**config.mk**
```make
export PLATFORM = sky130hd
export DESIGN_NAME = lrm_regs_top
export DESIGN_NICKNAME = d
export VERILOG_FILES = /design/src/rtl/lrm_pkg.sv /design/src/rtl/lrm_regs_top.sv /design/src/rtl/lrm_alias_match.sv
export VERILOG_INCLUDE_DIRS = /design/src /design/src/rtl
export SDC_FILE = /design/constraint.sdc
export NUM_CORES = 1
export LEC_CHECK = 0
export ABC_AREA = 1
export BUFFER_PORTS_ARGS = -buffer_cell sky130_fd_sc_hd__buf_2
export CAP_MARGIN = 20
export CORE_ASPECT_RATIO = 0.6
export CORE_MARGIN = 2
export CORE_UTILIZATION = 29
export CTS_CLUSTER_DIAMETER = 40
export CTS_CLUSTER_SIZE = 28
export DETAILED_ROUTE_END_ITERATION = 10
export PLACE_DENSITY_LB_ADDON = 0.1
export SLEW_MARGIN = 40
export SYNTH_ARGS = -nofsm -noshare
export SYNTH_HDL_FRONTEND = slang
export SYNTH_SLANG_ARGS = --single-unit
```
**constraint.sdc**
```tcl
create_clock -name ref_clk -period 1.3 [get_ports ref_clk]
set_input_delay 0.26 -clock ref_clk [delete_from_list [all_inputs] [get_ports ref_clk]]
set_output_delay 0.26 -clock ref_clk [all_outputs]
set_load 0.1 [all_outputs]
```
**src/rtl/lrm_regs.svh**
```systemverilog
`ifndef LRM_REGS_SVH
`define LRM_REGS_SVH

// register offsets (byte addresses on the plain register port)
`define LRM_ADDR_W 8
`define LRM_OFS_FWD_CTRL 8'h03
`define LRM_OFS_MODE 8'h05
`define LRM_OFS_RID 8'h06
`define LRM_OFS_RALIAS 8'h07
`define LRM_OFS_DID 8'h08
`define LRM_OFS_DALIAS 8'h09

// mode register fields
`define LRM_MODE_OVR_BIT 5
`define LRM_MODE_CUR_BIT 4
`define LRM_MODE_PIN12_BIT 3
`define LRM_MODE_PIN10_BIT 2
`define LRM_MODE_WIDE_BIT 1
`define LRM_MODE_MID_BIT 0

// id and alias fields
`define LRM_ID_MSB 7
`define LRM_ID_LSB 1
`define LRM_ID_LOCK_BIT 0

// forwarding control fields
`define LRM_FWD_PASS_BIT 2

// reset values
`define LRM_RST_MODE 8'h00
`define LRM_RST_ID 8'h00
`define LRM_RST_ALIAS 8'h00
`define LRM_RST_FWD_CTRL 8'h04
`define LRM_ADDR_ZERO 7'h00

`endif

```
**src/rtl/lrm_pkg.sv**
```systemverilog
package lrm_pkg;
  typedef logic [7:0] lrm_byte_t;
  typedef logic [6:0] lrm_i2c_addr_t;
  typedef enum logic [1:0] {route_none, route_remote, route_slave} lrm_route_e;
endpackage

```
**src/rtl/lrm_regs_top.sv**
```systemverilog
`timescale 1ns/100ps
`include "lrm_regs.svh"

// How it works
// - With the override bit set the local transmit-mode bits drive the mode, else the back-channel bits do.
// - Bit 4 of the mode register reads back whether the back-channel mode is current, resetting to 0.
// - Bits 3 and 2 of the mode register read the pin-selected 12-bit and 10-bit modes, resetting to 0.
// - Writable bit 1 selects the 12-bit transmit bus, effective only under override.
// - Writable bit 0 selects the 10-bit transmit bus, effective only under override.
// - Bits 7:1 of the remote id register hold the remote address, reset zero, and zero blocks access.
// - After receive lock the remote id is loaded automatically from the control channel.
// - A set id-lock bit blocks the automatic load and keeps the written id.
// - Transactions to the nonzero remote alias are remapped to the remote id.
// - Transactions to the slave alias are remapped to the downstream id, and a zero id blocks them.
// - Alias forwarding only works while pass-through is enabled.
// - The slave alias sits in its own register at 0x09 and steers matches to the remote slave.
module lrm_regs_top
  import lrm_pkg::*;
(
  // clock and reset
  input wire logic ref_clk,
  input wire logic reset,
  // register port
  input wire logic [`LRM_ADDR_W-1:0] reg_addr,
  input wire lrm_byte_t reg_wdata,
  input wire logic reg_wr,
  input wire logic reg_rd,
  output lrm_byte_t reg_rdata,
  // back channel and pins
  input wire logic [1:0] bc_mode,
  input wire logic bc_mode_current,
  input wire logic pin_mode_wide,
  input wire logic pin_mode_mid,
  input wire logic rx_lock,
  input wire lrm_i2c_addr_t bc_remote_id,
  input wire logic bc_remote_id_valid,
  // effective transmit mode
  output logic tx_mode_wide,
  output logic tx_mode_mid,
  // local i2c transactions in
  input wire logic i2c_addr_valid,
  input wire lrm_i2c_addr_t i2c_addr,
  input wire logic i2c_rw,
  input wire logic i2c_data_valid,
  input wire lrm_byte_t i2c_data,
  // forwarded transactions out
  output logic fwd_valid,
  output lrm_i2c_addr_t fwd_addr,
  output logic fwd_rw,
  output lrm_route_e fwd_route,
  output logic fwd_drop,
  output logic fwd_data_valid,
  output lrm_byte_t fwd_data
);

  ////////////////////////////////////////////////////////////////////////////
  // register file

  logic mode_ovr, next_mode_ovr, pass_en, next_pass_en, lock_seen, next_lock_seen;
  logic [1:0] mode_local, next_mode_local;
  lrm_byte_t rid, next_rid, rdata_next;
  lrm_i2c_addr_t ralias, next_ralias, did, next_did, dalias, next_dalias;
  logic mode_cur, next_mode_cur, pin_wide, next_pin_wide, pin_mid, next_pin_mid;

  always_comb
  begin
    next_mode_ovr = mode_ovr;
    next_mode_local = mode_local;
    next_rid = rid;
    next_ralias = ralias;
    next_did = did;
    next_dalias = dalias;
    next_pass_en = pass_en;
    next_mode_cur = bc_mode_current;
    next_pin_wide = pin_mode_wide;
    next_pin_mid = pin_mode_mid;
    next_lock_seen = rx_lock;
    // auto-load on lock rise or on a fresh id while locked, unless frozen
    if (!rid[`LRM_ID_LOCK_BIT] && rx_lock && (!lock_seen || bc_remote_id_valid))
    begin
      next_rid = {bc_remote_id, rid[`LRM_ID_LOCK_BIT]};
    end
    // software write wins over a same-cycle auto-load
    if (reg_wr)
    begin
      if (reg_addr == `LRM_OFS_MODE)
      begin
        next_mode_ovr = reg_wdata[`LRM_MODE_OVR_BIT];
        next_mode_local = {reg_wdata[`LRM_MODE_WIDE_BIT], reg_wdata[`LRM_MODE_MID_BIT]};
      end
      else if (reg_addr == `LRM_OFS_RID)
        next_rid = reg_wdata;
      else if (reg_addr == `LRM_OFS_RALIAS)
        next_ralias = reg_wdata[`LRM_ID_MSB:`LRM_ID_LSB];
      else if (reg_addr == `LRM_OFS_DID)
        next_did = reg_wdata[`LRM_ID_MSB:`LRM_ID_LSB];
      else if (reg_addr == `LRM_OFS_DALIAS)
        next_dalias = reg_wdata[`LRM_ID_MSB:`LRM_ID_LSB];
      else if (reg_addr == `LRM_OFS_FWD_CTRL)
        next_pass_en = reg_wdata[`LRM_FWD_PASS_BIT];
    end
  end

  // read mux; reserved and unmapped bits read zero
  always_comb
  begin
    rdata_next = 8'h00;
    if (reg_rd)
    begin
      if (reg_addr == `LRM_OFS_MODE)
      begin
        rdata_next[`LRM_MODE_OVR_BIT] = mode_ovr;
        rdata_next[`LRM_MODE_CUR_BIT] = mode_cur;
        rdata_next[`LRM_MODE_PIN12_BIT] = pin_wide;
        rdata_next[`LRM_MODE_PIN10_BIT] = pin_mid;
        rdata_next[`LRM_MODE_WIDE_BIT] = mode_local[1];
        rdata_next[`LRM_MODE_MID_BIT] = mode_local[0];
      end
      else if (reg_addr == `LRM_OFS_RID)
        rdata_next = rid;
      else if (reg_addr == `LRM_OFS_RALIAS)
        rdata_next = {ralias, 1'b0};
      else if (reg_addr == `LRM_OFS_DID)
        rdata_next = {did, 1'b0};
      else if (reg_addr == `LRM_OFS_DALIAS)
        rdata_next = {dalias, 1'b0};
      else if (reg_addr == `LRM_OFS_FWD_CTRL)
        rdata_next[`LRM_FWD_PASS_BIT] = pass_en;
    end
  end

  always_ff @(posedge ref_clk)
  begin
    if (reset)
    begin
      mode_ovr <= 1'(`LRM_RST_MODE >> `LRM_MODE_OVR_BIT);
      mode_local <= 2'(`LRM_RST_MODE);
      rid <= `LRM_RST_ID;
      ralias <= `LRM_ADDR_ZERO;
      did <= `LRM_ADDR_ZERO;
      dalias <= `LRM_ADDR_ZERO;
      pass_en <= 1'(`LRM_RST_FWD_CTRL >> `LRM_FWD_PASS_BIT);
      mode_cur <= 1'b0;
      pin_wide <= 1'b0;
      pin_mid <= 1'b0;
      lock_seen <= 1'b0;
      reg_rdata <= 8'h00;
    end
    else
    begin
      mode_ovr <= next_mode_ovr;
      mode_local <= next_mode_local;
      rid <= next_rid;
      ralias <= next_ralias;
      did <= next_did;
      dalias <= next_dalias;
      pass_en <= next_pass_en;
      mode_cur <= next_mode_cur;
      pin_wide <= next_pin_wide;
      pin_mid <= next_pin_mid;
      lock_seen <= next_lock_seen;
      reg_rdata <= rdata_next;
    end
  end

  ////////////////////////////////////////////////////////////////////////////
  // effective transmit mode

  logic next_tx_wide, next_tx_mid;
  // both bits set by software is not guarded; both are passed as written
  always_comb
  begin
    next_tx_wide = mode_ovr ? mode_local[1] : bc_mode[1];
    next_tx_mid = mode_ovr ? mode_local[0] : bc_mode[0];
  end

  always_ff @(posedge ref_clk)
  begin
    if (reset)
    begin
      tx_mode_wide <= 1'b0;
      tx_mode_mid <= 1'b0;
    end
    else
    begin
      tx_mode_wide <= next_tx_wide;
      tx_mode_mid <= next_tx_mid;
    end
  end

  ////////////////////////////////////////////////////////////////////////////
  // alias decode and address remap

  logic hit_remote, hit_slave;
  logic next_fwd_valid, next_fwd_rw, next_fwd_drop, next_fwd_data_valid;
  lrm_i2c_addr_t next_fwd_addr;
  lrm_route_e next_fwd_route;
  lrm_byte_t next_fwd_data;

  lrm_alias_match u_match_remote (
    .enable(pass_en),
    .alias_addr(ralias),
    .target_addr(rid[`LRM_ID_MSB:`LRM_ID_LSB]),
    .addr(i2c_addr),
    .hit(hit_remote)
  );

  lrm_alias_match u_match_slave (
    .enable(pass_en),
    .alias_addr(dalias),
    .target_addr(did),
    .addr(i2c_addr),
    .hit(hit_slave)
  );

  // remote deserializer wins if both aliases are programmed alike
  always_comb
  begin
    next_fwd_valid = 1'b0;
    next_fwd_drop = 1'b0;
    next_fwd_addr = fwd_addr;
    next_fwd_rw = fwd_rw;
    next_fwd_route = fwd_route;
    next_fwd_data_valid = i2c_data_valid;
    next_fwd_data = i2c_data_valid ? i2c_data : fwd_data;
    if (i2c_addr_valid)
    begin
      next_fwd_rw = i2c_rw;
      if (hit_remote)
      begin
        next_fwd_valid = 1'b1;
        next_fwd_addr = rid[`LRM_ID_MSB:`LRM_ID_LSB];
        next_fwd_route = route_remote;
      end
      else if (hit_slave)
      begin
        next_fwd_valid = 1'b1;
        next_fwd_addr = did;
        next_fwd_route = route_slave;
      end
      else
      begin
        next_fwd_drop = 1'b1;
        next_fwd_route = route_none;
      end
    end
  end

  always_ff @(posedge ref_clk)
  begin
    if (reset)
    begin
      fwd_valid <= 1'b0;
      fwd_addr <= `LRM_ADDR_ZERO;
      fwd_rw <= 1'b0;
      fwd_route <= route_none;
      fwd_drop <= 1'b0;
      fwd_data_valid <= 1'b0;
      fwd_data <= 8'h00;
    end
    else
    begin
      fwd_valid <= next_fwd_valid;
      fwd_addr <= next_fwd_addr;
      fwd_rw <= next_fwd_rw;
      fwd_route <= next_fwd_route;
      fwd_drop <= next_fwd_drop;
      fwd_data_valid <= next_fwd_data_valid;
      fwd_data <= next_fwd_data;
    end
  end
endmodule

```
**src/rtl/lrm_alias_match.sv**
```systemverilog
`timescale 1ns/100ps
`include "lrm_regs.svh"

module lrm_alias_match
  import lrm_pkg::*;
(
  // configuration
  input wire logic enable,
  input wire lrm_i2c_addr_t alias_addr,
  input wire lrm_i2c_addr_t target_addr,
  // transaction address
  input wire lrm_i2c_addr_t addr,
  // result
  output logic hit
);

  // a zero alias or a zero target both close the path
  always_comb
  begin
    hit = enable && (alias_addr != `LRM_ADDR_ZERO) && (target_addr != `LRM_ADDR_ZERO) && (addr == alias_addr);
  end

endmodule

```
# After elaboration in Yosys (flattened, before gate mapping)
# Index checks and enable logic that the tools add are counted.
# totals
memories	0
input_bits	52
output_inout_bits	31
regBits	68
elab_cells	84
mem_bits_ro	0
latchBits	0
ramBits	0
# op_classes
n_reduce_logical	26
mux	21
n_shift	0
div_mod_pow	0
n_eq_ne	8
bitwise	7
add_sub_neg	0
n_mul	0
magnitude_cmp	0
# op_table
cell	count
$mux 8	7
$reduce_bool 7->1	4
$eq 8x3->1 const B	3
$eq 8x4->1 const B	2
$eq 7x7->1	2
$mux 7	2
$eq 8x2->1 const B	1
$logic_and 1x1->1	8
$mux 1	7
$not 1->1	7
$reduce_and 7->1	1
$mux 2	3
$mux 6	1
$reduce_and 6->1	1
$reduce_or 3->1	2
$mux 5	1
$reduce_and 5->1	1
$reduce_and 2->1	2
$reduce_and 4->1	1
$reduce_or 2->1	2
$logic_not 1->1	2
$reduce_bool 2->1	1
$logic_or 1x1->1	1

# Logic depth before layout (Yosys ltp)
# depth
ltp_word	7
ltp_mapped	11
mapped_depth_nobuf	11

# By module
# Synthesis repeated with hierarchy kept, for this count alone.
# hier_totals
hier_cells	494
hier_area_um2	3326.9
# by_module_without_submodules
mod	cells_per_inst	n_inst	seq_area_each_um2	area_per_inst_um2
lrm_regs_top	420	1	1361.3	2986.6
lrm_alias_match	37	2	0.0	170.2

# Least setup slack after synthesis
# No wires, ideal clock.
# synth_path
path_type	reg2reg
from	register, netlist name fwd_addr[0]
to	register fwd_addr[0]
path_slack_ns	-0.012
path_buffers	0
setup_ns	0.064
period_less_slack_ns	1.312
stages_incl_launch_ff	5
t_arrival_ns	1.248
required_time_ns	1.236
path_cell_list	dfxtp_1 -> inv_1 -> nand3_1 -> nand2_1 -> nor2_1
# synth_rtl
element	line	rtl
end signal: assignment	lrm_regs_top.sv:254	fwd_addr <= `LRM_ADDR_ZERO;
end signal: assignment	lrm_regs_top.sv:264	fwd_addr <= next_fwd_addr;
end: declaration	lrm_regs_top.sv:48	output lrm_i2c_addr_t fwd_addr,

# Worst setup path after layout
# layout_path
from	register dalias[2]
to	register fwd_addr[5]
# layout_via
elab_chain_len	6
elab_cells_between_ends	7
cone_classes	eq/ne (1); reduce/logical (6)
# layout_lines
element	line	rtl
start: declaration	lrm_regs_top.sv:62	lrm_i2c_addr_t ralias, next_ralias, did, next_did, dalias, next_dalias;
start signal: assignment	lrm_regs_top.sv:141	dalias <= `LRM_ADDR_ZERO;
start signal: assignment	lrm_regs_top.sv:156	dalias <= next_dalias;
$reduce_bool 7->1 (no line)	n/a	
$logic_and 1x1->1 (2 in a row)	lrm_alias_match.sv:20	hit = enable && (alias_addr != `LRM_ADDR_ZERO) && (target_addr != `LRM_ADDR_ZERO) && (addr == alias_addr);
$logic_and 1x1->1 (*)	lrm_alias_match.sv:20	
$reduce_bool 2->1 (no line) (*)	n/a	
$reduce_and 2->1 (no line) (*)	n/a	
# Mark *: on every way between the ends. The rest lies on a longest branch, timed or not.
# A chain may end at the register's enable or synchronous reset.

==> qor.csv <==
stage;metric;value;unit
power;pwr-share-clk;0.473;
routing;drt_iter0_markers;318;
power;pwr-share-seq;0.381;
yosys;syn_avg_cell_area;6.69;um2
sta;slew_headroom;0.668;
critical_path;crit_path_max_incr_delay;340;ps
yosys;synth_top_cell_area_share;0.394;
worst_hold_path;hp-start;pin_mode_mid;
sta;finalMaxSlewViolations;0;
worst_hold_path;whs_path_depth;3;
yosys;synth_most_common_cell;nand2_1;
power;sw_frac_of_total;0.271;
outcome;status;finished, violations left;
yosys;synthCells;517;
layout;final_cell_area;5810;um2
critical_path;reg2regPathDepth;10;
sta;setup_viol;9;
layout;antenna_cells;0;
sta;fmax;0.685;GHz
clock_tree;numCtsBuffers;9;
yosys;seq_area_frac_synth;0.394;
sta;tightest_slew;497;ps
layout;num-nets-final;743;
routing;ant_nets;0;
critical_path;cp.required;1570;ps
placement;dpl-instance-area;5100;um2
yosys;ys_types;27;
global_route;grt_pass1_vias;3662;
yosys;synth_common_cells;nand2_1, nor2_1, dfxtp_1, inv_1, o21ai_0;
routing;dr.pass1.iters;5;
clock_tree;clk_latency;340;ps
global_route;antenna_found_initial;0;
critical_path;r2r_end;fwd_addr[5]$_SDFFE_PP0P_;
floorplanning;start_util;0.302;
critical_path;r2r-start;dalias[2]$_SDFFE_PP0P_;
critical_path;rrSetupSlack;-160;ps
sta;hold_violations;0;
critical_path;cp_slowest_cell;dfxtp_2;
global_route;grt_pass1_wl;19.5;mm
global_route;track_usage;0.198;
global_route;grt_overflow;0;
layout;drive_gt1_frac;0.434;
critical_path;crit_family;simple AND/OR/NAND/NOR gates;
floorplanning;die_x;145;um
clock_tree;cts_tree;built;
clock_tree;cts_max_level;3;
critical_path;worstPathCellList;inv_2, buf_4, nand4_1, nor2_2, nor2_4, nand3_4, nand2_4, inv_8, nor2_2, nor2_1;
yosys;yosysWarnings;0;
sta;finalCritPeriodShare;1.12;
power;internal_power;4.14;mW
routing;vias_per_cell;4.54;
sta;grt_setup_unrepaired;yes;
critical_path;cp_max_fo;7;
yosys;synth_nets;569;
power;vdd_drop_max;759;uV
critical_path;critPathBufInv;3;
clock_tree;clk_pin_slew;60;ps
yosys;ys_ff_latch;68;
power;p_leak;2.68;nW
floorplanning;fp.dieH;88.6;um
floorplanning;core;11400;um2
power;p_total;5.67;mW
critical_path;cp-start-kind;flop;
worst_hold_path;min_to;pin_mid$_SDFF_PP0_;
routing;avgRoutedWirePerCell;14.5;um
sta;clock_skew;5.43;ps
critical_path;timing.critical_path.from;dalias[2]$_SDFFE_PP0P_;
job;cap_viol_max_count;0;
critical_path;worst_setup_path_end_kind;flop;
power;comb_power_share;0.146;
layout;finish.utilization;0.507;
yosys;synth_area_leaders;dfxtp_1, nand2_1, nor2_1;
sta;worst_slack;-160;ps
yosys;synth_ff_type;dfxtp_1;
power;p_per_area;976;nW/um2
routing;drt-total-wl;12.4;mm
routing;vias;3882;
yosys;synth_top_area_cell;dfxtp_1;
clock_tree;clkSinkCount;68;
global_route;grt_max_degree;54;
placement;place_congestion;0.870;
sta;fin_crit;1460;ps
routing;drc;0;
floorplanning;die-area;12800;um2
yosys;async_flop_share;0;
yosys;synth_area;3460;um2
power;p_sw;1.53;mW
worst_hold_path;min_path_type;primary input to flop;
layout;syn_to_final_growth;68.0;%
critical_path;crit_type;flop to flop;
critical_path;worstPathArrival;1730;ps
floorplanning;std_cell_rows;30;
clock_tree;ctsRootBufferMaster;clkbuf_16;
yosys;synth_edf_count;0;
critical_path;worst_path_most_repeated_cell;nor2_2;
layout;n_fill_cell;1119;
clock_tree;cts_buffer_depth;2;
floorplanning;ioPinCount;83;
placement;dp_hpwl;9.68;mm
placement;io_buffers;82;
outcome;violations;setup timing;
timing repair:
item / 4_1_cts / 5_1_grt
pin swaps: 30 / 25
resized for setup: 56 / 47
cloned: 1 / 0
setup buffers: 7 / 4
hold buffers: 0 / 0
setup endpoints to repair: 11 / 14
power groups by stage:
stage / Combinational, mW / Sequential [mW] / Clock [mW]
after floorplan: 0.229 / 2.39 / 0
after global placement: 0.778 / 2.21 / 0
after detailed placement: 0.775 / 2.21 / 0
after CTS: 0.811 / 2.16 / 2.72
after global routing: 0.890 / 2.16 / 2.83
final: 0.829 / 2.16 / 2.68
worst max path at each step:
stage	end	slack (ps)	cells past startpoint
after detailed placement	fwd_addr[5]$_SDFFE_PP0P_	-320	10
after global routing	fwd_addr[5]$_SDFFE_PP0P_	-260	11
final	fwd_addr[5]$_SDFFE_PP0P_	-160	10
after global placement	fwd_addr[5]$_SDFFE_PP0P_	-320	10
after CTS	fwd_addr[2]$_SDFFE_PP0P_	-160	11
after floorplan	fwd_addr[0]$_SDFFE_PP0P_	2	11
flip-flops by register name, summed over array words and instances, names as in the netlist, 2 cells and up:
name,cells
fwd_data,8
ralias,7
reg_rdata,8
fwd_route,2
rid,8
fwd_addr,7
did,7
mode_local,2
dalias,7
per-stage QoR:
stage                     std cells  hold slack, ps  TNS (ps)  setup WS [ps]
after global routing            856             133     -2050           -261
after detailed placement        830             440     -8740           -321
after floorplan                 517             367         0           1.78
after global placement          830             437     -7750           -318
final                           856             126     -1090           -160
after CTS                       853             117     -1050           -159
per-layer routing:
layer,share of wire,global-route usage,vias up
met5,0,0,-
met4,0.010,0.0378,0
met3,0.067,0.0598,16
met2,0.38,0.272,109
met1,0.54,0.301,1740
li1,-,-,2017
cells by family after synthesis:
| logic type | after synthesis | synth area share |
|---|---|---|
| simple gates | 252 | 0.335 |
| xor+xnor | 3 | 0.00760 |
| compound gates | 109 | 0.163 |
| buf+inv | 85 | 0.101 |
| flops | 68 | 0.394 |
worst min-delay path, delay by kind of cell:
kind                   cells  cell delay, ps
and+or+nand+nor            1              70
buffers and inverters      2             100
layout make-up:
| class | instances | area [um2] | share of cell area |
|---|---|---|---|
| Timing Repair Buffer | 176 | 1600 | 0.275 |
| Clock inverter | 7 | 98.8 | 0.0170 |
| Tap cell | 160 | 200 | 0.0345 |
| Clock buffer | 9 | 225 | 0.0388 |
| Multi-Input combinational cell | 365 | 2010 | 0.346 |
| Sequential cell | 68 | 1390 | 0.240 |
| Inverter | 71 | 280 | 0.0482 |
layout by cell type, fill, tap and decap left out, drive strengths merged, types with 5 or more instances in the layout:
master / n
a21oi: 40
buf: 176
clkbuf: 9
clkinv: 5
dfxtp: 68
inv: 70
nand2: 103
nand3: 40
nand4: 8
nor2: 96
o211ai: 6
o21ai: 61
Power figures use the tool's default switching activity.
